===== src/rtl/wwdt_cfg.svh =====
// Register offsets, field positions, reset values and timing constants for the watchdog.
`ifndef WWDT_CFG_SVH
`define WWDT_CFG_SVH
`define WWDT_ADDR_W 4
`define WWDT_OFF_RST_CTRL 4'h0
`define WWDT_OFF_CFG 4'h1
`define WWDT_OFF_IRQ_STAT 4'h2
`define WWDT_OFF_IRQ_MASK 4'h3
`define WWDT_OFF_COUNT 4'h4
`define WWDT_BIT_IDLE 2
`define WWDT_BIT_SLEEP 3
`define WWDT_BIT_TIMEOUT 4
`define WWDT_BIT_SOFT_EN 5
`define WWDT_CFG_POST_LSB 0
`define WWDT_CFG_PRE_BIT 4
`define WWDT_CFG_WINDOW_DISABLE_BIT 6
`define WWDT_CFG_FORCE_BIT 7
`define WWDT_CFG_WIN_LSB 8
`define WWDT_CFG_RESET 10'h0FF
`define WWDT_IRQ_TIMEOUT 0
`define WWDT_IRQ_WAKE 1
`define WWDT_IRQ_EARLY 2
`define WWDT_PRE_SMALL 7'h1F
`define WWDT_PRE_LARGE 7'h7F
`define WWDT_POST_W 15
`define WWDT_RC_OSC_HZ 32000
`define WWDT_CLK_HZ 25000000
`define WWDT_RST_PULSE_NS 200
`endif


===== src/rtl/wwdt_pkg.sv =====
// Types shared by the watchdog files.
package wwdt_pkg;
  typedef struct packed {
    logic [1:0] window_size_select;
    logic watchdog_force_enable;
    logic window_disable;
    logic unused_5;
    logic prescale_select;
    logic [3:0] postscale_select;
  } wwdt_cfg_t;
  typedef struct packed {
    logic clear_watchdog_instr;
    logic power_save_instr;
    logic power_save_idle;
    logic wake_done;
    logic switch_done;
  } wwdt_core_t;
  typedef enum logic [1:0] {
    WWDT_RUN = 2'b00,
    WWDT_SLEEP = 2'b01,
    WWDT_IDLE = 2'b10
  } wwdt_mode_t;
endpackage


===== src/rtl/wwdt_tick.sv =====
// Turns the fast clock into single-cycle ticks at the low-power RC rate.
`timescale 1ns/1ps
`include "wwdt_cfg.svh"
module wwdt_tick #(
  parameter int CLK_HZ = `WWDT_CLK_HZ,
  parameter int OSC_HZ = `WWDT_RC_OSC_HZ
) (
  // Clock and reset
  input wire logic clk,
  input wire logic reset_n,
  input wire logic clk_en,
  // Control
  input wire logic osc_on,
  output logic tick
);
  // Fractional accumulator keeps the mean rate exact.
  logic [31:0] acc_r;
  logic [31:0] acc_nxt;
  always_comb begin
    acc_nxt = acc_r + 32'(OSC_HZ);
  end
  always_ff @(posedge clk or negedge reset_n) begin
    if (!reset_n) begin
      acc_r <= 32'h0000_0000;
      tick <= 1'b0;
    end else if (clk_en) begin
      if (!osc_on) begin
        acc_r <= 32'h0000_0000;
        tick <= 1'b0;
      end else if (acc_nxt >= 32'(CLK_HZ)) begin
        acc_r <= acc_nxt - 32'(CLK_HZ);
        tick <= 1'b1;
      end else begin
        acc_r <= acc_nxt;
        tick <= 1'b0;
      end
    end
  end
endmodule


===== src/rtl/wwdt_top.sv =====
// Windowed watchdog timer with scalers, power-save handling and flags.
//
// Functional notes
// - Counter runs only on low-power RC ticks; enabling watchdog turns oscillator on.
// - Prescaler divides the 32 kHz clock by 32 or 128.
// - Postscaler divides prescaler output with sixteen ratios from 1:1 to 1:32768.
// - Any device reset clears counter, prescaler and postscaler.
// - A completed clock switch clears counter and both scalers.
// - Power-save instruction clears counter and both scalers.
// - Leaving sleep or idle clears counter and both scalers.
// - Clear instruction in normal run clears counter and both scalers.
// - Watchdog keeps counting in sleep and idle; timeout wakes the core.
// - Force enable set keeps the watchdog on until a configuration write clears it.
// - With force enable low, watchdog runs only while soft enable is set.
// - Soft enable bit is cleared by every device reset.
// - Timeout flag is sticky until software clears it.
// - Window mode: clears are accepted only inside the selected window.
// - Prescale select one gives divide-by-128, zero gives divide-by-32.
// - Postscale ratio is two to the power of the code.
// - Window codes 11,10,01,00 give 25, 37.5, 50, 75 percent.
//
// Implementation choices: the plain strobed port and the address map.
`timescale 1ns/1ps
`include "wwdt_cfg.svh"
module wwdt_top #(
  parameter int CLK_HZ = `WWDT_CLK_HZ,
  parameter int OSC_HZ = `WWDT_RC_OSC_HZ
) (
  // Clock and reset
  input wire logic clk,
  input wire logic reset_n,
  input wire logic clk_en,
  // Register port
  input wire logic [`WWDT_ADDR_W-1:0] reg_addr,
  input wire logic [15:0] reg_wdata,
  input wire logic reg_wr,
  input wire logic reg_rd,
  output logic [15:0] reg_rdata,
  // Core events
  input wire wwdt_pkg::wwdt_core_t core_evt,
  // Outputs
  output logic low_power_rc_osc_en,
  output logic core_wake,
  output logic device_reset_req,
  output logic irq
);
  localparam int RST_CYC = (`WWDT_RST_PULSE_NS * (CLK_HZ / 1000000)
    + 999) / 1000;
  localparam logic [3:0] RST_CYC_W = 4'(RST_CYC < 1 ? 1 : RST_CYC);

  //////////////////////////////////////////////////////////////////////////
  wwdt_pkg::wwdt_cfg_t cfg_r;
  wwdt_pkg::wwdt_mode_t mode_r;
  logic soft_en_r;
  logic timeout_flag_r;
  logic sleep_flag_r;
  logic idle_flag_r;
  logic [2:0] irq_stat_r;
  logic [2:0] irq_mask_r;
  logic [6:0] pre_r;
  logic [`WWDT_POST_W-1:0] post_r;
  logic [3:0] rst_cnt_r;
  logic wd_on;
  logic tick;
  logic pre_done;
  logic post_done;
  logic scaler_clr;
  logic clr_ok;
  logic early_clr;
  logic timeout;
  logic wr_rst_ctrl;
  logic wr_stat;

  // Final postscaler count for a code: 2^code - 1.
  function automatic logic [`WWDT_POST_W-1:0] post_last(
    input logic [3:0] code);
    post_last = `WWDT_POST_W'((16'h0001 << code) - 16'h0001);
  endfunction

  // Clear window opens once this many postscaler counts have passed.
  function automatic logic [`WWDT_POST_W-1:0] win_open(
    input logic [3:0] code, input logic [1:0] win);
    logic [`WWDT_POST_W+2:0] p;
    p = (`WWDT_POST_W+3)'(16'h0001 << code);
    case (win)
      2'b11: win_open = `WWDT_POST_W'((p * 3) >> 2);
      2'b10: win_open = `WWDT_POST_W'((p * 5) >> 3);
      2'b01: win_open = `WWDT_POST_W'(p >> 1);
      default: win_open = `WWDT_POST_W'(p >> 2);
    endcase
  endfunction

  //////////////////////////////////////////////////////////////////////////
  assign wd_on = cfg_r.watchdog_force_enable | soft_en_r;
  assign low_power_rc_osc_en = wd_on;
  assign wr_rst_ctrl = reg_wr && reg_addr == `WWDT_OFF_RST_CTRL;
  assign wr_stat = reg_wr && reg_addr == `WWDT_OFF_IRQ_STAT;

  wwdt_tick #(
    .CLK_HZ(CLK_HZ),
    .OSC_HZ(OSC_HZ)
  ) u_tick (
    .clk(clk),
    .reset_n(reset_n),
    .clk_en(clk_en),
    .osc_on(wd_on),
    .tick(tick)
  );

  // Prescaler terminal count; the counter only steps on RC ticks.
  assign pre_done = tick && pre_r == (cfg_r.prescale_select ?
    `WWDT_PRE_LARGE : `WWDT_PRE_SMALL);
  assign post_done = pre_done &&
    post_r == post_last(cfg_r.postscale_select);
  assign timeout = wd_on && post_done;

  // A clear in window mode before the window opens is refused.
  assign clr_ok = cfg_r.window_disable ||
    post_r >= win_open(cfg_r.postscale_select,
    cfg_r.window_size_select);
  assign early_clr = core_evt.clear_watchdog_instr &&
    mode_r == wwdt_pkg::WWDT_RUN && wd_on && !clr_ok;

  assign scaler_clr = core_evt.switch_done
    || core_evt.power_save_instr
    || (core_evt.wake_done && mode_r != wwdt_pkg::WWDT_RUN)
    || (core_evt.clear_watchdog_instr && mode_r == wwdt_pkg::WWDT_RUN
    && clr_ok)
    || !wd_on;

  //////////////////////////////////////////////////////////////////////////
  // Counter and scalers; device reset clears all of them.
  always_ff @(posedge clk or negedge reset_n) begin
    if (!reset_n) begin
      pre_r <= 7'h00;
      post_r <= `WWDT_POST_W'h0000;
    end else if (clk_en) begin
      if (scaler_clr) begin
        pre_r <= 7'h00;
        post_r <= `WWDT_POST_W'h0000;
      end else if (post_done) begin
        pre_r <= 7'h00;
        post_r <= `WWDT_POST_W'h0000;
      end else if (pre_done) begin
        pre_r <= 7'h00;
        post_r <= post_r + `WWDT_POST_W'h0001;
      end else if (tick) begin
        pre_r <= pre_r + 7'h01;
      end
    end
  end

  // Power mode tracking; timeout in sleep or idle wakes the core.
  always_ff @(posedge clk or negedge reset_n) begin
    if (!reset_n) begin
      mode_r <= wwdt_pkg::WWDT_RUN;
      core_wake <= 1'b0;
    end else if (clk_en) begin
      core_wake <= 1'b0;
      if (core_evt.power_save_instr) begin
        mode_r <= core_evt.power_save_idle ? wwdt_pkg::WWDT_IDLE :
          wwdt_pkg::WWDT_SLEEP;
      end else if (mode_r != wwdt_pkg::WWDT_RUN && timeout) begin
        core_wake <= 1'b1;
        mode_r <= wwdt_pkg::WWDT_RUN;
      end else if (core_evt.wake_done) begin
        mode_r <= wwdt_pkg::WWDT_RUN;
      end
    end
  end

  // Device reset request pulse on a run-mode timeout.
  always_ff @(posedge clk or negedge reset_n) begin
    if (!reset_n) begin
      rst_cnt_r <= 4'h0;
    end else if (clk_en) begin
      if (timeout && mode_r == wwdt_pkg::WWDT_RUN) begin
        rst_cnt_r <= RST_CYC_W;
      end else if (rst_cnt_r != 4'h0) begin
        rst_cnt_r <= rst_cnt_r - 4'h1;
      end
    end
  end
  assign device_reset_req = rst_cnt_r != 4'h0;

  //////////////////////////////////////////////////////////////////////////
  // Status bits of the reset control register; hardware set wins.
  always_ff @(posedge clk or negedge reset_n) begin
    if (!reset_n) begin
      soft_en_r <= 1'b0;
      timeout_flag_r <= 1'b0;
      sleep_flag_r <= 1'b0;
      idle_flag_r <= 1'b0;
    end else if (clk_en) begin
      if (wr_rst_ctrl) begin
        soft_en_r <= reg_wdata[`WWDT_BIT_SOFT_EN];
      end
      if (timeout) begin
        timeout_flag_r <= 1'b1;
      end else if (wr_rst_ctrl) begin
        timeout_flag_r <= reg_wdata[`WWDT_BIT_TIMEOUT];
      end
      if (core_evt.power_save_instr && !core_evt.power_save_idle) begin
        sleep_flag_r <= 1'b1;
      end else if (wr_rst_ctrl) begin
        sleep_flag_r <= reg_wdata[`WWDT_BIT_SLEEP];
      end
      if (core_evt.power_save_instr && core_evt.power_save_idle) begin
        idle_flag_r <= 1'b1;
      end else if (wr_rst_ctrl) begin
        idle_flag_r <= reg_wdata[`WWDT_BIT_IDLE];
      end
    end
  end

  // Configuration word, loaded by software in place of fuse shadows.
  always_ff @(posedge clk or negedge reset_n) begin
    if (!reset_n) begin
      cfg_r <= wwdt_pkg::wwdt_cfg_t'(`WWDT_CFG_RESET);
    end else if (clk_en && reg_wr && reg_addr == `WWDT_OFF_CFG) begin
      cfg_r <= wwdt_pkg::wwdt_cfg_t'(reg_wdata[9:0]);
    end
  end

  // Interrupt status, write one to clear; new events win over the clear.
  always_ff @(posedge clk or negedge reset_n) begin
    if (!reset_n) begin
      irq_stat_r <= 3'h0;
      irq_mask_r <= 3'h0;
    end else if (clk_en) begin
      irq_stat_r <= (irq_stat_r & ~(wr_stat ? reg_wdata[2:0] : 3'h0))
        | {early_clr, core_wake, timeout};
      if (reg_wr && reg_addr == `WWDT_OFF_IRQ_MASK) begin
        irq_mask_r <= reg_wdata[2:0];
      end
    end
  end
  assign irq = |(irq_stat_r & irq_mask_r);

  // Read data one cycle after the read strobe; unmapped reads give zero.
  always_ff @(posedge clk or negedge reset_n) begin
    if (!reset_n) begin
      reg_rdata <= 16'h0000;
    end else if (clk_en) begin
      reg_rdata <= 16'h0000;
      if (reg_rd) begin
        case (reg_addr)
          `WWDT_OFF_RST_CTRL: reg_rdata <= 16'({soft_en_r, timeout_flag_r,
            sleep_flag_r, idle_flag_r, 2'b00});
          `WWDT_OFF_CFG: reg_rdata <= 16'(cfg_r);
          `WWDT_OFF_IRQ_STAT: reg_rdata <= 16'(irq_stat_r);
          `WWDT_OFF_IRQ_MASK: reg_rdata <= 16'(irq_mask_r);
          `WWDT_OFF_COUNT: reg_rdata <= 16'(post_r);
          default: reg_rdata <= 16'h0000;
        endcase
      end
    end
  end
endmodule


===== config.mk =====
export PLATFORM = sky130hd
export DESIGN_NAME = wwdt_top
export DESIGN_NICKNAME = d
export VERILOG_FILES = /design/src/rtl/wwdt_pkg.sv /design/src/rtl/wwdt_tick.sv /design/src/rtl/wwdt_top.sv
export VERILOG_INCLUDE_DIRS = /design/src /design/src/rtl
export SDC_FILE = /design/constraint.sdc
export NUM_CORES = 1
export LEC_CHECK = 0
export BUFFER_PORTS_ARGS = -buffer_cell sky130_fd_sc_hd__buf_2
export CAP_MARGIN = 20
export CORE_UTILIZATION = 57
export DETAILED_ROUTE_END_ITERATION = 8
export PLACE_DENSITY_LB_ADDON = 0.3
export SLEW_MARGIN = 20
export SYNTH_ARGS = -nofsm -noshare
export SYNTH_HDL_FRONTEND = slang
export SYNTH_SLANG_ARGS = --single-unit

===== constraint.sdc =====
create_clock -name clk -period 5.65 [get_ports clk]
set_input_delay 1.13 -clock clk [delete_from_list [all_inputs] [get_ports clk]]
set_output_delay 1.13 -clock clk [all_outputs]
set_load 0.05 [all_outputs]

# Word level (Yosys, flattened, before mapping)
# Index checks and enable logic that the tools add are counted.
dict set report word_totals {
  in_bits 30
  regBits 98
  wordCells 122
  output_inout_bits 20
}
dict set report op_classes {
  n_mux 30
  bitwise 5
  n_reduce_logical 46
  order_cmp 2
  n_addsub 6
  shift 2
  mul 2
  n_eq_ne 9
}
# operator count
set op_table {}
lappend op_table {{one-hot mux 15 bit (5 select lines)} 1}
lappend op_table {{2-to-1 mux 32 bit} 2}
lappend op_table {{2-to-1 mux 15 bit} 3}
lappend op_table {{one-hot mux 15 bit (3 select lines)} 1}
lappend op_table {{2-to-1 mux 7 bit} 5}
lappend op_table {{adder 32 x 15 -> 32 bit, second input constant} 1}
lappend op_table {{>= comparator 32 x 25 -> 1 bit, second input constant} 1}
lappend op_table {{subtractor 32 x 25 -> 32 bit, second input constant} 1}
lappend op_table {{multiplier 18 x 2 -> 17 bit, second input constant} 1}
lappend op_table {{multiplier 18 x 3 -> 18 bit, second input constant} 1}
lappend op_table {{AND reduction 2 bit} 9}
lappend op_table {{left shift 1 x 4 -> 18 bit, first input constant} 1}
lappend op_table {{logical AND 1 bit} 17}
lappend op_table {{2-to-1 mux 16 bit} 1}
lappend op_table {{adder 15 x 1 -> 15 bit, second input constant} 1}
lappend op_table {{equality test 15 bit} 1}
lappend op_table {{>= comparator 15 bit} 1}
lappend op_table {{left shift 1 x 4 -> 15 bit, first input constant} 1}
lappend op_table {{subtractor 15 x 1 -> 15 bit, second input constant} 1}
lappend op_table {{2-to-1 mux 1 bit} 10}
lappend op_table {{nonzero test 2 bit} 5}
lappend op_table {{equality test 4 x 2 -> 1 bit, second input constant} 2}
lappend op_table {{2-to-1 mux 2 bit} 4}
lappend op_table {{2-to-1 mux 4 bit} 2}
lappend op_table {{other kinds (19)} 29}

# Longest topological paths before layout
# Gate-level depths: netlist (run 1).
dict set report depth {
  depth_word 10
  ltp_mapped 27
  depth_no_buf 25
}

# By module
# From an unflattened synthesis (run 1), not the netlist that was laid out.
dict set report hier_totals {
  cells_unflattened 1079
  hier_area_um2 9213.8
}
# mod instances area_per_inst_um2 cells_per_inst
set modules_own_cells {}
lappend modules_own_cells {wwdt_top 1 6269.8 720}
lappend modules_own_cells {wwdt_tick 1 2944.1 359}

# Worst setup path before layout (run 1)
# No wires, ideal clock.
dict set report synth_path {
  path_type {reg-to-reg}
  start {reg cfg_r[1] (netlist name)}
  end {reg pre_r[6]}
  setup_time_ps 83
  stages_incl_launch_ff 24
  required_ps 5567
  t_arrival_ps 5520
  synth_period_minus_slack_ps 5602
  slack_ps 48
  path_cell_list {dfstp_2 buf_2 nor4b_2 ha_1 ha_1 a21o_1 a21o_1 a21oi_1 o21ai_0 a2111oi_0 o21bai_1 a21oi_1 xor2_1 mux4_2 ha_1 o21ai_0 a21oi_1 o21ai_0 nand2_1 o211ai_1 a41o_1 clkbuf_1 or4_1 a21oi_1}
}
dict set report synth_between {
  elab_chain_len 10
}
# item line
set synth_lines {}
lappend synth_lines {{start, declared} wwdt_top.sv:52} ;# wwdt_pkg::wwdt_cfg_t cfg_r;
lappend synth_lines {{start signal, assigned} wwdt_top.sv:219} ;# cfg_r <= wwdt_pkg::wwdt_cfg_t'(`WWDT_CFG_RESET);
lappend synth_lines {{start signal, assigned} wwdt_top.sv:221} ;# cfg_r <= wwdt_pkg::wwdt_cfg_t'(reg_wdata[9:0]);
lappend synth_lines {{left shift 1 x 4 -> 18 bit} wwdt_top.sv:84} ;# p = (`WWDT_POST_W+3)'(16'h0001 << code);
lappend synth_lines {{multiplier 18 x 3 -> 18 bit / multiplier 18 x 2 -> 17 bit (equally long branches)} {wwdt_top.sv:87, wwdt_top.sv:86}}
lappend synth_lines {{one-hot mux 15 bit (3 select lines)} wwdt_top.sv:85} ;# case (win)
lappend synth_lines {{>= comparator 15 bit} wwdt_top.sv:119} ;# post_r >= win_open(cfg_r.postscale_select,
lappend synth_lines {{logical OR 1 bit} wwdt_top.sv:118} ;# assign clr_ok = cfg_r.window_disable ||
lappend synth_lines {{logical AND 1 bit} wwdt_top.sv:128} ;# && clr_ok)
lappend synth_lines {{logical OR 1 bit} wwdt_top.sv:127} ;# || (core_evt.clear_watchdog_instr && mode_r == wwdt_pkg::WWDT_RUN
lappend synth_lines {{logical OR 1 bit} wwdt_top.sv:129} ;# || !wd_on;
lappend synth_lines {{nonzero test 4 bit (no source line)} --}
lappend synth_lines {{AND reduction 2 bit (no source line)} --}
lappend synth_lines {{end signal, assigned} wwdt_top.sv:148} ;# pre_r <= pre_r + 7'h01;
lappend synth_lines {{end, declared} wwdt_top.sv:60} ;# logic [6:0] pre_r;
# Several ways; a longest one is shown, not always the timed one.
# A chain may end at the register's enable or synchronous reset.

# Final worst setup path (run 1)
dict set report layout_path {
  start {reg cfg_r[3] (netlist name)}
  end {reg pre_r[5]}
}
# The elaborated chain is that of the path after synthesis.

==> results of run 1 <==
[stage by stage]
stage          worst slack (ps)  area (sq um)  cells
6_report                    282          9350   1205
5_1_grt                   -4.17          9340   1204
4_1_cts                    31.0          9200   1198
3_5_place_dp               3.40          8880   1181
3_3_place_gp               83.7          8880   1181
2_1_floorplan              47.8          8410    978
[worst paths after layout]
path                              start                to  slack (ps)  cells past startpoint
setup / recovery               cfg_r[3]          pre_r[5]         280                     23
hold / removal             reg_rdata[8]      reg_rdata[8]         490                      1
setup reg to reg               cfg_r[3]          pre_r[5]         280                     23
hold reg to reg            reg_rdata[8]      reg_rdata[8]         490                      1
max in group asynchronous       reset_n      reg_rdata[6]        3840                      2
min in group asynchronous       reset_n  u_tick.acc_r[23]         750                      1
[kinds of logic (layout without fill, tap and decap cells)]
kind of cell,Yosys count,count (layout)
XOR/XNOR,65,65
buffers and inverters,110,152
AO/OA/AOI/OAI,282,282
AND/OR/NAND/NOR,315,315
flip-flops,91,91
multiplexers,33,33
other,1,4
adder cells (fa/ha/maj),79,79
[cell type report]
cell class	count	area, sq um
tap	184	230
fill	1220	5130
timing repair buffer	85	539
clock inverter	5	62.6
multi-input combinational	777	5790
clock buffer	11	243
antenna	1	2.50
inverter	51	191
sequential	91	2290
[flip-flops by register name, indices dropped and copies added, names as in the netlist, 2 cells and up]
register	cells
rst_cnt_r	4
mode_r	2
u_tick.acc_r	26
pre_r	7
cfg_r	10
post_r	15
irq_stat_r	3
irq_mask_r	3
reg_rdata	15
[routing by layer]
layer	track usage, %	part of all wire (%)
met1	40.2	45
met2	50.0	48
met3	5.63	5.8
met4	7.68	1.4
met5	0	0
[what timing repair did]
item                       4_1_cts  5_1_grt
resized for setup                3       23
buffers inserted                 1        6
pin swaps                        0        9
setup endpoints to repair        5       22
gates cloned                     0        0
hold buffers                     0        0
[synth_stat cells, types with 10 or more instances]
cell | number | share of area, %
sky130_fd_sc_hd__nor2b_1 | 21 | 1.6
sky130_fd_sc_hd__inv_1 | 49 | 2.2
sky130_fd_sc_hd__mux2_2 | 15 | 2.0
sky130_fd_sc_hd__nor2_1 | 58 | 2.6
sky130_fd_sc_hd__nor3_1 | 23 | 1.4
sky130_fd_sc_hd__a21o_1 | 14 | 1.3
sky130_fd_sc_hd__nand2_1 | 77 | 3.4
sky130_fd_sc_hd__clkbuf_1 | 42 | 1.9
sky130_fd_sc_hd__o31ai_1 | 12 | 1.1
sky130_fd_sc_hd__xor2_1 | 25 | 2.6
sky130_fd_sc_hd__nand4_1 | 11 | 0.82
sky130_fd_sc_hd__a21oi_1 | 49 | 2.9
sky130_fd_sc_hd__mux4_2 | 10 | 2.7
sky130_fd_sc_hd__ha_1 | 77 | 11
sky130_fd_sc_hd__dfrtp_1 | 83 | 25
sky130_fd_sc_hd__and3_1 | 18 | 1.3
sky130_fd_sc_hd__buf_2 | 12 | 0.71
sky130_fd_sc_hd__o2bb2ai_1 | 13 | 1.4
sky130_fd_sc_hd__nand3_1 | 42 | 2.5
sky130_fd_sc_hd__o21ai_0 | 70 | 4.2
sky130_fd_sc_hd__a22o_1 | 24 | 2.5
sky130_fd_sc_hd__xnor2_1 | 39 | 4.1
[power groups by stage]
stage          clock network [W]  registers (W)  logic (W)
6_report                0.000629       0.000967    0.00154
5_1_grt                 0.000665       0.000991    0.00171
4_1_cts                 0.000638       0.000962    0.00150
3_5_place_dp                   0       0.000974    0.00148
3_3_place_gp                   0       0.000968    0.00145
2_1_floorplan                  0       0.000863    0.00125
[critical path: cells and delay by family, from the launching register on]
| family | cells | cell delay (ps) |
|---|---|---|
| xor+xnor | 1 | 90 |
| flops | 1 | 640 |
| compound gates | 15 | 2550 |
| fa+ha+maj | 3 | 990 |
| simple gates | 2 | 730 |
| buf+inv | 2 | 250 |
==> reports/summary.md, run 1 <==
• cell at the root of the clock tree: sky130_fd_sc_hd__clkbuf_16
• fraction of synthesis flops using an asynchronous set or reset pin: 100%
• clock transition at the register clock pins on the worst setup and hold paths after CTS: 70 ps
• antenna violations before repair: 1
• share of final-layout standard cells stronger than drive strength 1: 17.3%
• Fin Setup TNS: 0 ps
• Congestion Overflow GR: 0
• category of the worst setup path launch point: register
• synthesized-area fraction occupied by xor and xnor cells: 6.86%
• vias in the first global route: 7070
• most frequent standard cell in the layout excluding fill and tap cells: sky130_fd_sc_hd__dfrtp_1
• area fraction in and, or, nand and nor cells after synthesis: 19.4%
• number of clock buffers inserted by TritonCTS: 9
• Clock Skew: 8.41 ps
• biggest cell delay along the critical path: 640 ps
• slew at the pin closest to its max-slew limit: 1110 ps
• average cell area after synthesis: 8.61 sq um
• Compound-Gate Fraction of Synth Area: 23.7%
• number of different library cells in the post-synthesis netlist: 90
• final critical path time including I/O delays and setup: 5370 ps
• Port Buffer Count: 42
• highest ir drop seen on vdd: 0.185 mV
• data arrival time of the critical path: 5640 ps
• overall power consumption: 0.00314 W
• Rel. slew slack: 25.8%
• synthesized cell area: 8410 sq um
• Sink Count: 91
• post-detailed-placement half-perimeter wirelength: 16000 um
• Max Fclk: 0.186 GHz
• final hold violations: 0
• Yosys warnings: 0
• slowest stage cell on the critical path: sky130_fd_sc_hd__dfstp_2
• Die Outline Area: 15200 sq um
• number of antenna-violating nets in the routed design: 0
• num ports: 50
• max-cap check violation count: 0
• number of max-slew violations in the final report: 0
• total via count after detailed routing: 7673
• Overall Global Routing Usage: 30.1%
• hold_ws: 485 ps
• CTS H-tree lvls: 3
• dominant combinational cell family by area after synthesis: compound AO/OA/AOI/OAI gates
• Internal Pwr Total: 0.00179 W
• Max Buffers Root-to-Sink: 2
• # rows: 44
• Routed WL per cell: 18.2 um
• mux cell area share after synthesis: 5.64%
• count of endpoints failing setup in the final report: 0
• Leak: 4.23 nW
• EDFF count, synth: 0
• switching share of total power: 43.0%
• wire length of the first global-routing pass: 35800 um
• critical path cell sequence: or4_1 > inv_1 > ha_1 > fa_1 > a21o_1 > a21o_1 > a21o_1 > a21o_1 > a21o_1 > a31o_2 > a21oi_1 > xnor2_1 > a21oi_1 > a21oi_1 > ha_1 > o2111a_1 > o31a_1 > o31a_1 > o211ai_1 > buf_4 > a41o_1 > or4_1 > a21oi_1
• floorplan die width: 123 um
• dominant register cell in the synthesized netlist: sky130_fd_sc_hd__dfrtp_1
• number of standard cells after synthesis: 976
• CP required: 5930 ps
• insertion delay to the later sink of the worst-skew pair: 350 ps
• post-route core utilization: 64.5%
• number of detailed-routing iterations run before antenna repair: 5
• sequential-to-total area share from yosys stat: 27.2%
• net switching power of the design: 0.00135 W
• iteration-0 DRC count of the detailed router: 798
• Synth-to-Final Area Change: 11.2%
• average vias per placed instance: 6.37
• highest-count cells in the layout ignoring fill and taps: sky130_fd_sc_hd__dfrtp_1 (83), sky130_fd_sc_hd__ha_1 (77), sky130_fd_sc_hd__nand2_1 (76)
• share of total power in the clock network: 20.0%
• number of remaining DRC errors: 0
• run status: complete, no violations
• cell with the most instances on the worst path: sky130_fd_sc_hd__a21o_1
• maximum fanout count along the critical path: 6
• final estimated routing congestion in global placement: 0.912
• ratio of final minimum period to clock period: 95.0%
• sequential fraction of design power: 30.8%
• core region area: 14500 sq um
• die height: 123 um
• combinational share of power: 49.2%
• adder and majority cell fraction of the synthesized area: 11.9%
• CTS tree: built
• final WL: 21900 um
• starting density of the core: 58.1%
• power density of the placed cells: 336 nW/um^2
• post-layout net count: 1124
• largest net degree at the start of global routing: 52
• flip-flop and latch count after synthesis: 91
• worst setup path category: reg2reg
• Worst Setup End Kind: register
• kind of path behind the tightest hold check: reg2reg
Note: power is estimated with default switching activity, not from simulation.
==> run 2, diff against run 1 <==
--- a/config.mk
+++ b/config.mk
@@ -8,7 +8,10 @@
 export LEC_CHECK = 0
 export BUFFER_PORTS_ARGS = -buffer_cell sky130_fd_sc_hd__buf_2
 export CAP_MARGIN = 20
-export CORE_UTILIZATION = 57
+export CELL_PAD_IN_SITES_DETAIL_PLACEMENT = 0
+export CELL_PAD_IN_SITES_GLOBAL_PLACEMENT = 1
+export CORE_UTILIZATION = 44
+export CTS_BUF_LIST = sky130_fd_sc_hd__clkbuf_8
 export DETAILED_ROUTE_END_ITERATION = 8
 export PLACE_DENSITY_LB_ADDON = 0.3
 export SLEW_MARGIN = 20
==> reports/summary.md, run 2 (synthesized netlist as in run 1, its figures left out) <==
• run status: complete, no violations, unchanged
• Top Registers: u_tick.acc_r: 26 flops, post_r: 15 flops, reg_rdata: 15 flops, unchanged
• die height: 140 um, was 123 um
• category of the worst setup path launch point: register, unchanged
• number of clock buffers inserted by TritonCTS: 9, unchanged
• number of antenna-violating nets in the routed design: 0, unchanged
• share of final-layout standard cells stronger than drive strength 1: 19.6%, was 17.3%
• number of detailed-routing iterations run before antenna repair: 7, was 5
• num ports: 50, unchanged
• Port Buffer Count: 42, unchanged
• Overall Global Routing Usage: 23.7%, was 30.1%
• maximum fanout count along the critical path: 5, was 6
• average vias per placed instance: 5.85, was 6.37
• ratio of final minimum period to clock period: 97.1%, was 95.0%
• wire length of the first global-routing pass: 37200 um, was 35800 um
• antenna fix cells: 0, was 1
• slew at the pin closest to its max-slew limit: 816 ps, was 1110 ps
• Max Fclk: 0.182 GHz, was 0.186 GHz
• Die Outline Area: 19700 sq um, was 15200 sq um
• largest net degree at the start of global routing: 51, was 52
• worst setup path category: reg2reg, unchanged
• # rows: 50, was 44
• vias in the first global route: 7145, was 7070
• Sink Count: 91, unchanged
• CTS tree: built, unchanged
• post-detailed-placement half-perimeter wirelength: 16900 um, was 16000 um
• CP required: 5980 ps, was 5930 ps
• data arrival time of the critical path: 5810 ps, was 5640 ps
• final hold violations: 0, unchanged
• final WL: 22400 um, was 21900 um
• most frequent standard cell in the layout excluding fill and tap cells: sky130_fd_sc_hd__dfrtp_1, unchanged
• highest ir drop seen on vdd: 0.257 mV, was 0.185 mV
• max-cap check violation count: 0, unchanged
• Routed WL per cell: 17.6 um, was 18.2 um
• kind of path behind the tightest hold check: reg2reg, unchanged
• hold_ws: 493 ps, was 485 ps
• Max Buffers Root-to-Sink: 2, unchanged
• number of max-slew violations in the final report: 0, unchanged
• Rel. slew slack: 45.5%, was 25.8%
• overall power consumption: 0.00302 W, was 0.00314 W
• power density of the placed cells: 319 nW/um^2, was 336 nW/um^2
• Worst Setup End Kind: register, unchanged
• cell at the root of the clock tree: sky130_fd_sc_hd__clkbuf_8, was sky130_fd_sc_hd__clkbuf_16
• Congestion Overflow GR: 0, unchanged
• count of endpoints failing setup in the final report: 0, unchanged
• floorplan die width: 140 um, was 123 um
• core region area: 18700 sq um, was 14500 sq um
• total via count after detailed routing: 7456, was 7673
• antenna violations before repair: 0, was 1
• Largest register FFs: 26, unchanged
• CTS H-tree lvls: 3, unchanged
• starting density of the core: 44.9%, was 58.1%
• Synth-to-Final Area Change: 12.7%, was 11.2%
• Clock Skew: 11.3 ps, was 8.41 ps
• min setup slack post-route: 166 ps, was 282 ps
• clock transition at the register clock pins on the worst setup and hold paths after CTS: 100 ps, was 70 ps
• register containing the most flip-flops in the final layout: u_tick.acc_r, unchanged
• fillcell total: 1811, was 1220
• insertion delay to the later sink of the worst-skew pair: 390 ps, was 350 ps
• final critical path time including I/O delays and setup: 5480 ps, was 5370 ps
• Fin Setup TNS: 0 ps, unchanged
• highest-count cells in the layout ignoring fill and taps: sky130_fd_sc_hd__dfrtp_1 (83), sky130_fd_sc_hd__nand2_1 (77), sky130_fd_sc_hd__ha_1 (76), was sky130_fd_sc_hd__dfrtp_1 (83), sky130_fd_sc_hd__ha_1 (77), sky130_fd_sc_hd__nand2_1 (76)
• Setup Slack @ Placement: -133 ps, was 3.40 ps
• post-layout net count: 1144, was 1124
• number of remaining DRC errors: 0, unchanged
• iteration-0 DRC count of the detailed router: 409, was 798
• Leak: 4.28 nW, was 4.23 nW
• final estimated routing congestion in global placement: 0.869, was 0.912
run 2: changes by cell type in the layout (fill, tap and decap cells not counted), sizes merged:
cell	previous run	this run
diode	1	0
inv	51	53
buf	85	105
clkinvlp	2	1
clkbuf	11	9
bufinv	1	2
run 2: metrics by stage:
stage	instances	cell area, sq um	util [%]
after detailed placement	1252	9100	48.7
after global placement	1252	9100	48.7
final	1274	9470	50.6
after floorplan	978	8410	-
after global routing	1274	9470	50.6
after CTS	1269	9340	49.9
run 2: final cells by class:
type                    count  area [sq um]  share of cell area [%]
clock inverters             7          92.6                   0.978
well taps                 234           293                    3.09
multi-input cells         777          5780                    61.1
inverters                  51           191                    2.02
flip-flops and latches     91          2290                    24.2
clock buffers               9           124                    1.31
repair buffers            105           697                    7.36
run 2: final timing paths:
| check | start | to | slack [ps] | cells after the start |
|---|---|---|---|---|
| max in group asynchronous | reset_n | u_tick.acc_r[22] | 3870 | 2 |
| hold reg to reg | reg_rdata[3] | reg_rdata[3] | 490 | 1 |
| setup reg to reg | cfg_r[1] | pre_r[2] | 170 | 21 |
| setup / recovery | cfg_r[1] | pre_r[2] | 170 | 21 |
| min in group asynchronous | reset_n | reg_rdata[4] | 720 | 1 |
| hold / removal | reg_rdata[3] | reg_rdata[3] | 490 | 1 |
run 2: where the power goes:
part           leakage (nW)  switching, W  internal, W
logic                  2.98      0.000897     0.000682
clock network         0.112      0.000254     0.000249
registers              1.19      0.000165     0.000774
run 2: metal layers:
metal / track usage (%) / vias to the layer above / share of wire, %
met2: 38.6 / 168 / 46
li1: - / 3713 / -
met4: 5.55 / 0 / 1.6
met5: 0 / - / 0
met3: 3.52 / 24 / 4.3
met1: 33.0 / 3551 / 48
run 2: critical path, cell delays in order, from the launching register on:
cell and delay (ps):
sky130_fd_sc_hd__dfstp_2 600, sky130_fd_sc_hd__or2_1 150, sky130_fd_sc_hd__nor2b_2 70, sky130_fd_sc_hd__buf_4 150
sky130_fd_sc_hd__ha_1 200, sky130_fd_sc_hd__fa_2 350, sky130_fd_sc_hd__a21o_1 190, sky130_fd_sc_hd__a21o_1 190
sky130_fd_sc_hd__a21o_1 190, sky130_fd_sc_hd__a21o_1 200, sky130_fd_sc_hd__xnor2_1 120, sky130_fd_sc_hd__mux4_2 470
sky130_fd_sc_hd__ha_1 310, sky130_fd_sc_hd__and3_1 170, sky130_fd_sc_hd__a21oi_1 100, sky130_fd_sc_hd__o21ai_0 130
sky130_fd_sc_hd__o31a_1 270, sky130_fd_sc_hd__o31a_1 300, sky130_fd_sc_hd__o211ai_1 440, sky130_fd_sc_hd__a41oi_1 220
sky130_fd_sc_hd__or4_1 500, sky130_fd_sc_hd__nand2_1 70
run 2: repair_timing:
item / in CTS / in global routing
pin swaps: 2 / 12
hold buffers: 0 / 0
endpoints found under the hold margin: 0 / 0
endpoints found under the setup margin: 8 / 22
resized for setup: 5 / 28
buffers inserted: 1 / 5
==> run 3, diff against run 2 <==
--- a/config.mk
+++ b/config.mk
@@ -10,7 +10,7 @@
 export CAP_MARGIN = 20
 export CELL_PAD_IN_SITES_DETAIL_PLACEMENT = 0
 export CELL_PAD_IN_SITES_GLOBAL_PLACEMENT = 1
-export CORE_UTILIZATION = 44
+export CORE_UTILIZATION = 40
 export CTS_BUF_LIST = sky130_fd_sc_hd__clkbuf_8
 export DETAILED_ROUTE_END_ITERATION = 8
 export PLACE_DENSITY_LB_ADDON = 0.3
==> reports/summary.md, run 3 (synthesized netlist as in run 1, its figures left out) <==
• total via count after detailed routing: 7455, was 7456
• final WL: 23300 um, was 22400 um
• wire length of the first global-routing pass: 38800 um, was 37200 um
• maximum fanout count along the critical path: 7, was 5
• post-detailed-placement half-perimeter wirelength: 17200 um, was 16900 um
• Max Fclk: 0.184 GHz, was 0.182 GHz
• Max Buffers Root-to-Sink: 2, unchanged
• max-cap check violation count: 0, unchanged
• most frequent standard cell in the layout excluding fill and tap cells: sky130_fd_sc_hd__dfrtp_1, unchanged
• starting density of the core: 41.1%, was 44.9%
• Congestion Overflow GR: 0, unchanged
• power density of the placed cells: 314 nW/um^2, was 319 nW/um^2
• insertion delay to the later sink of the worst-skew pair: 380 ps, was 390 ps
• largest net degree at the start of global routing: 53, was 51
• average vias per placed instance: 5.71, was 5.85
• Overall Global Routing Usage: 22.3%, was 23.7%
• antenna violations before repair: 0, unchanged
• highest-count cells in the layout ignoring fill and taps: sky130_fd_sc_hd__dfrtp_1 (83), sky130_fd_sc_hd__ha_1 (77), sky130_fd_sc_hd__nand2_1 (76), was sky130_fd_sc_hd__dfrtp_1 (83), sky130_fd_sc_hd__nand2_1 (77), sky130_fd_sc_hd__ha_1 (76)
• die height: 147 um, was 140 um
• data arrival time of the critical path: 5750 ps, was 5810 ps
• Clock Skew: 8.14 ps, was 11.3 ps
• antenna fix cells: 0, unchanged
• post-layout net count: 1140, was 1144
• Largest register FFs: 26, unchanged
• CP required: 5970 ps, was 5980 ps
• cell at the root of the clock tree: sky130_fd_sc_hd__clkbuf_8, unchanged
• clock transition at the register clock pins on the worst setup and hold paths after CTS: 100 ps, about the same
• number of antenna-violating nets in the routed design: 0, unchanged
• Setup Slack @ Placement: -143 ps, was -133 ps
• Sink Count: 91, unchanged
• highest ir drop seen on vdd: 0.275 mV, was 0.257 mV
• Leak: 4.24 nW, was 4.28 nW
• Die Outline Area: 21600 sq um, was 19700 sq um
• post-route core utilization: 46.0%, was 50.6%
• unrepaired setup endpoints after global routing: false
• number of hold buffers added after cts: 0, unchanged
• Routed WL per cell: 17.8 um, was 17.6 um
• ratio of final minimum period to clock period: 96.1%, was 97.1%
• floorplan die width: 147 um, was 140 um
• final cell area excluding filler cells: 9400 sq um, was 9470 sq um
• number of max-slew violations in the final report: 0, unchanged
• overall power consumption: 0.00296 W, was 0.00302 W
• number of clock buffers inserted by TritonCTS: 9, unchanged
• Synth-to-Final Area Change: 11.9%, was 12.7%
• share of final-layout standard cells stronger than drive strength 1: 18.5%, was 19.6%
• Top Registers: u_tick.acc_r: 26 flops, post_r: 15 flops, reg_rdata: 15 flops, unchanged
• placed cell area: 9160 sq um, was 9100 sq um
• run status: complete, no violations, unchanged
• slew at the pin closest to its max-slew limit: 872 ps, was 816 ps
• vias in the first global route: 7255, was 7145
• CTS tree: built, unchanged
• final hold violations: 0, unchanged
• num ports: 50, unchanged
• # rows: 52, was 50
• Rel. slew slack: 41.7%, was 45.5%
• core region area: 20400 sq um, was 18700 sq um
• worst setup path category: reg2reg, unchanged
• number of detailed-routing iterations run before antenna repair: 5, was 7
• hold_ws: 492 ps, was 493 ps
• final critical path time including I/O delays and setup: 5430 ps, was 5480 ps
• Worst Setup End Kind: register, unchanged
• category of the worst setup path launch point: register, unchanged
• number of remaining DRC errors: 0, unchanged
• final estimated routing congestion in global placement: 0.887, was 0.869
• Port Buffer Count: 42, unchanged
• kind of path behind the tightest hold check: reg2reg, unchanged
• iteration-0 DRC count of the detailed router: 505, was 409
• min setup slack post-route: 219 ps, was 166 ps
• count of endpoints failing setup in the final report: 0, unchanged
• CTS H-tree lvls: 3, unchanged
• register containing the most flip-flops in the final layout: u_tick.acc_r, unchanged
## run 3: final timing paths
path | start | slack [ps] | end | cells after the start
worst max-delay path | cfg_r[2] | 220 | pre_r[2] | 22
worst min-delay path | u_tick.acc_r[7] | 490 | u_tick.acc_r[7] | 2
worst max register to register | cfg_r[2] | 220 | pre_r[2] | 22
worst min register to register | u_tick.acc_r[7] | 490 | u_tick.acc_r[7] | 2
max in group asynchronous | reset_n | 3820 | cfg_r[5] | 2
min in group asynchronous | reset_n | 790 | rst_cnt_r[2] | 1
## run 3: through the flow
| stage | cells | setup TNS, ps |
|---|---|---|
| final | 1306 | 0 |
| after floorplan | 978 | 0 |
| after detailed placement | 1289 | -609 |
| after global placement | 1289 | -1130 |
| after global routing | 1306 | 0 |
| after CTS | 1306 | 0 |
## run 3: repair_timing
| action | in CTS | in global routing |
|---|---|---|
| gates resized for setup | 6 | 14 |
| hold endpoints to repair | 0 | 0 |
| pin swaps | 3 | 1 |
| endpoints found under the setup margin | 10 | 21 |
| setup buffers | 1 | 0 |
## run 3: power breakdown
| part | internal (W) | switching [W] |
|---|---|---|
| Clock | 0.000164 | 0.000272 |
| Sequential | 0.000774 | 0.000172 |
| Combinational | 0.000669 | 0.000904 |
## run 3: layer usage
layer  track usage (%)  part of all wire, %  vias to the layer above
met3              2.73                  3.7                       20
met2              35.3                   45                      149
li1                  -                    -                     3703
met4              5.52                  1.5                        0
met5                 0                    0                        -
met1              32.3                   50                     3583
## run 3: final cells by class
type	instances	area (sq um)
clock buffer	9	124
inverter	51	191
tap	270	338
timing repair buffer	101	659
clock inverter	7	52.6
sequential	91	2290
fill	2028	11000
multi-input combinational	777	5750
## run 3: worst max-delay path, stage by stage, from the launching register on
cell and delay [ps]:
sky130_fd_sc_hd__dfstp_2 610, sky130_fd_sc_hd__buf_6 150, sky130_fd_sc_hd__or4_1 140, sky130_fd_sc_hd__inv_1 60, sky130_fd_sc_hd__ha_1 220, sky130_fd_sc_hd__fa_1 410
sky130_fd_sc_hd__a21o_1 200, sky130_fd_sc_hd__a21o_1 200, sky130_fd_sc_hd__a21o_1 190, sky130_fd_sc_hd__a21o_1 200, sky130_fd_sc_hd__xnor2_1 120, sky130_fd_sc_hd__mux4_2 470
sky130_fd_sc_hd__ha_1 320, sky130_fd_sc_hd__and3_1 180, sky130_fd_sc_hd__a21oi_1 110, sky130_fd_sc_hd__o21ai_0 130, sky130_fd_sc_hd__o31a_1 280, sky130_fd_sc_hd__o31a_1 310
sky130_fd_sc_hd__o211ai_1 180, sky130_fd_sc_hd__buf_4 180, sky130_fd_sc_hd__a41oi_2 130, sky130_fd_sc_hd__or4_1 500, sky130_fd_sc_hd__nand2_1 80
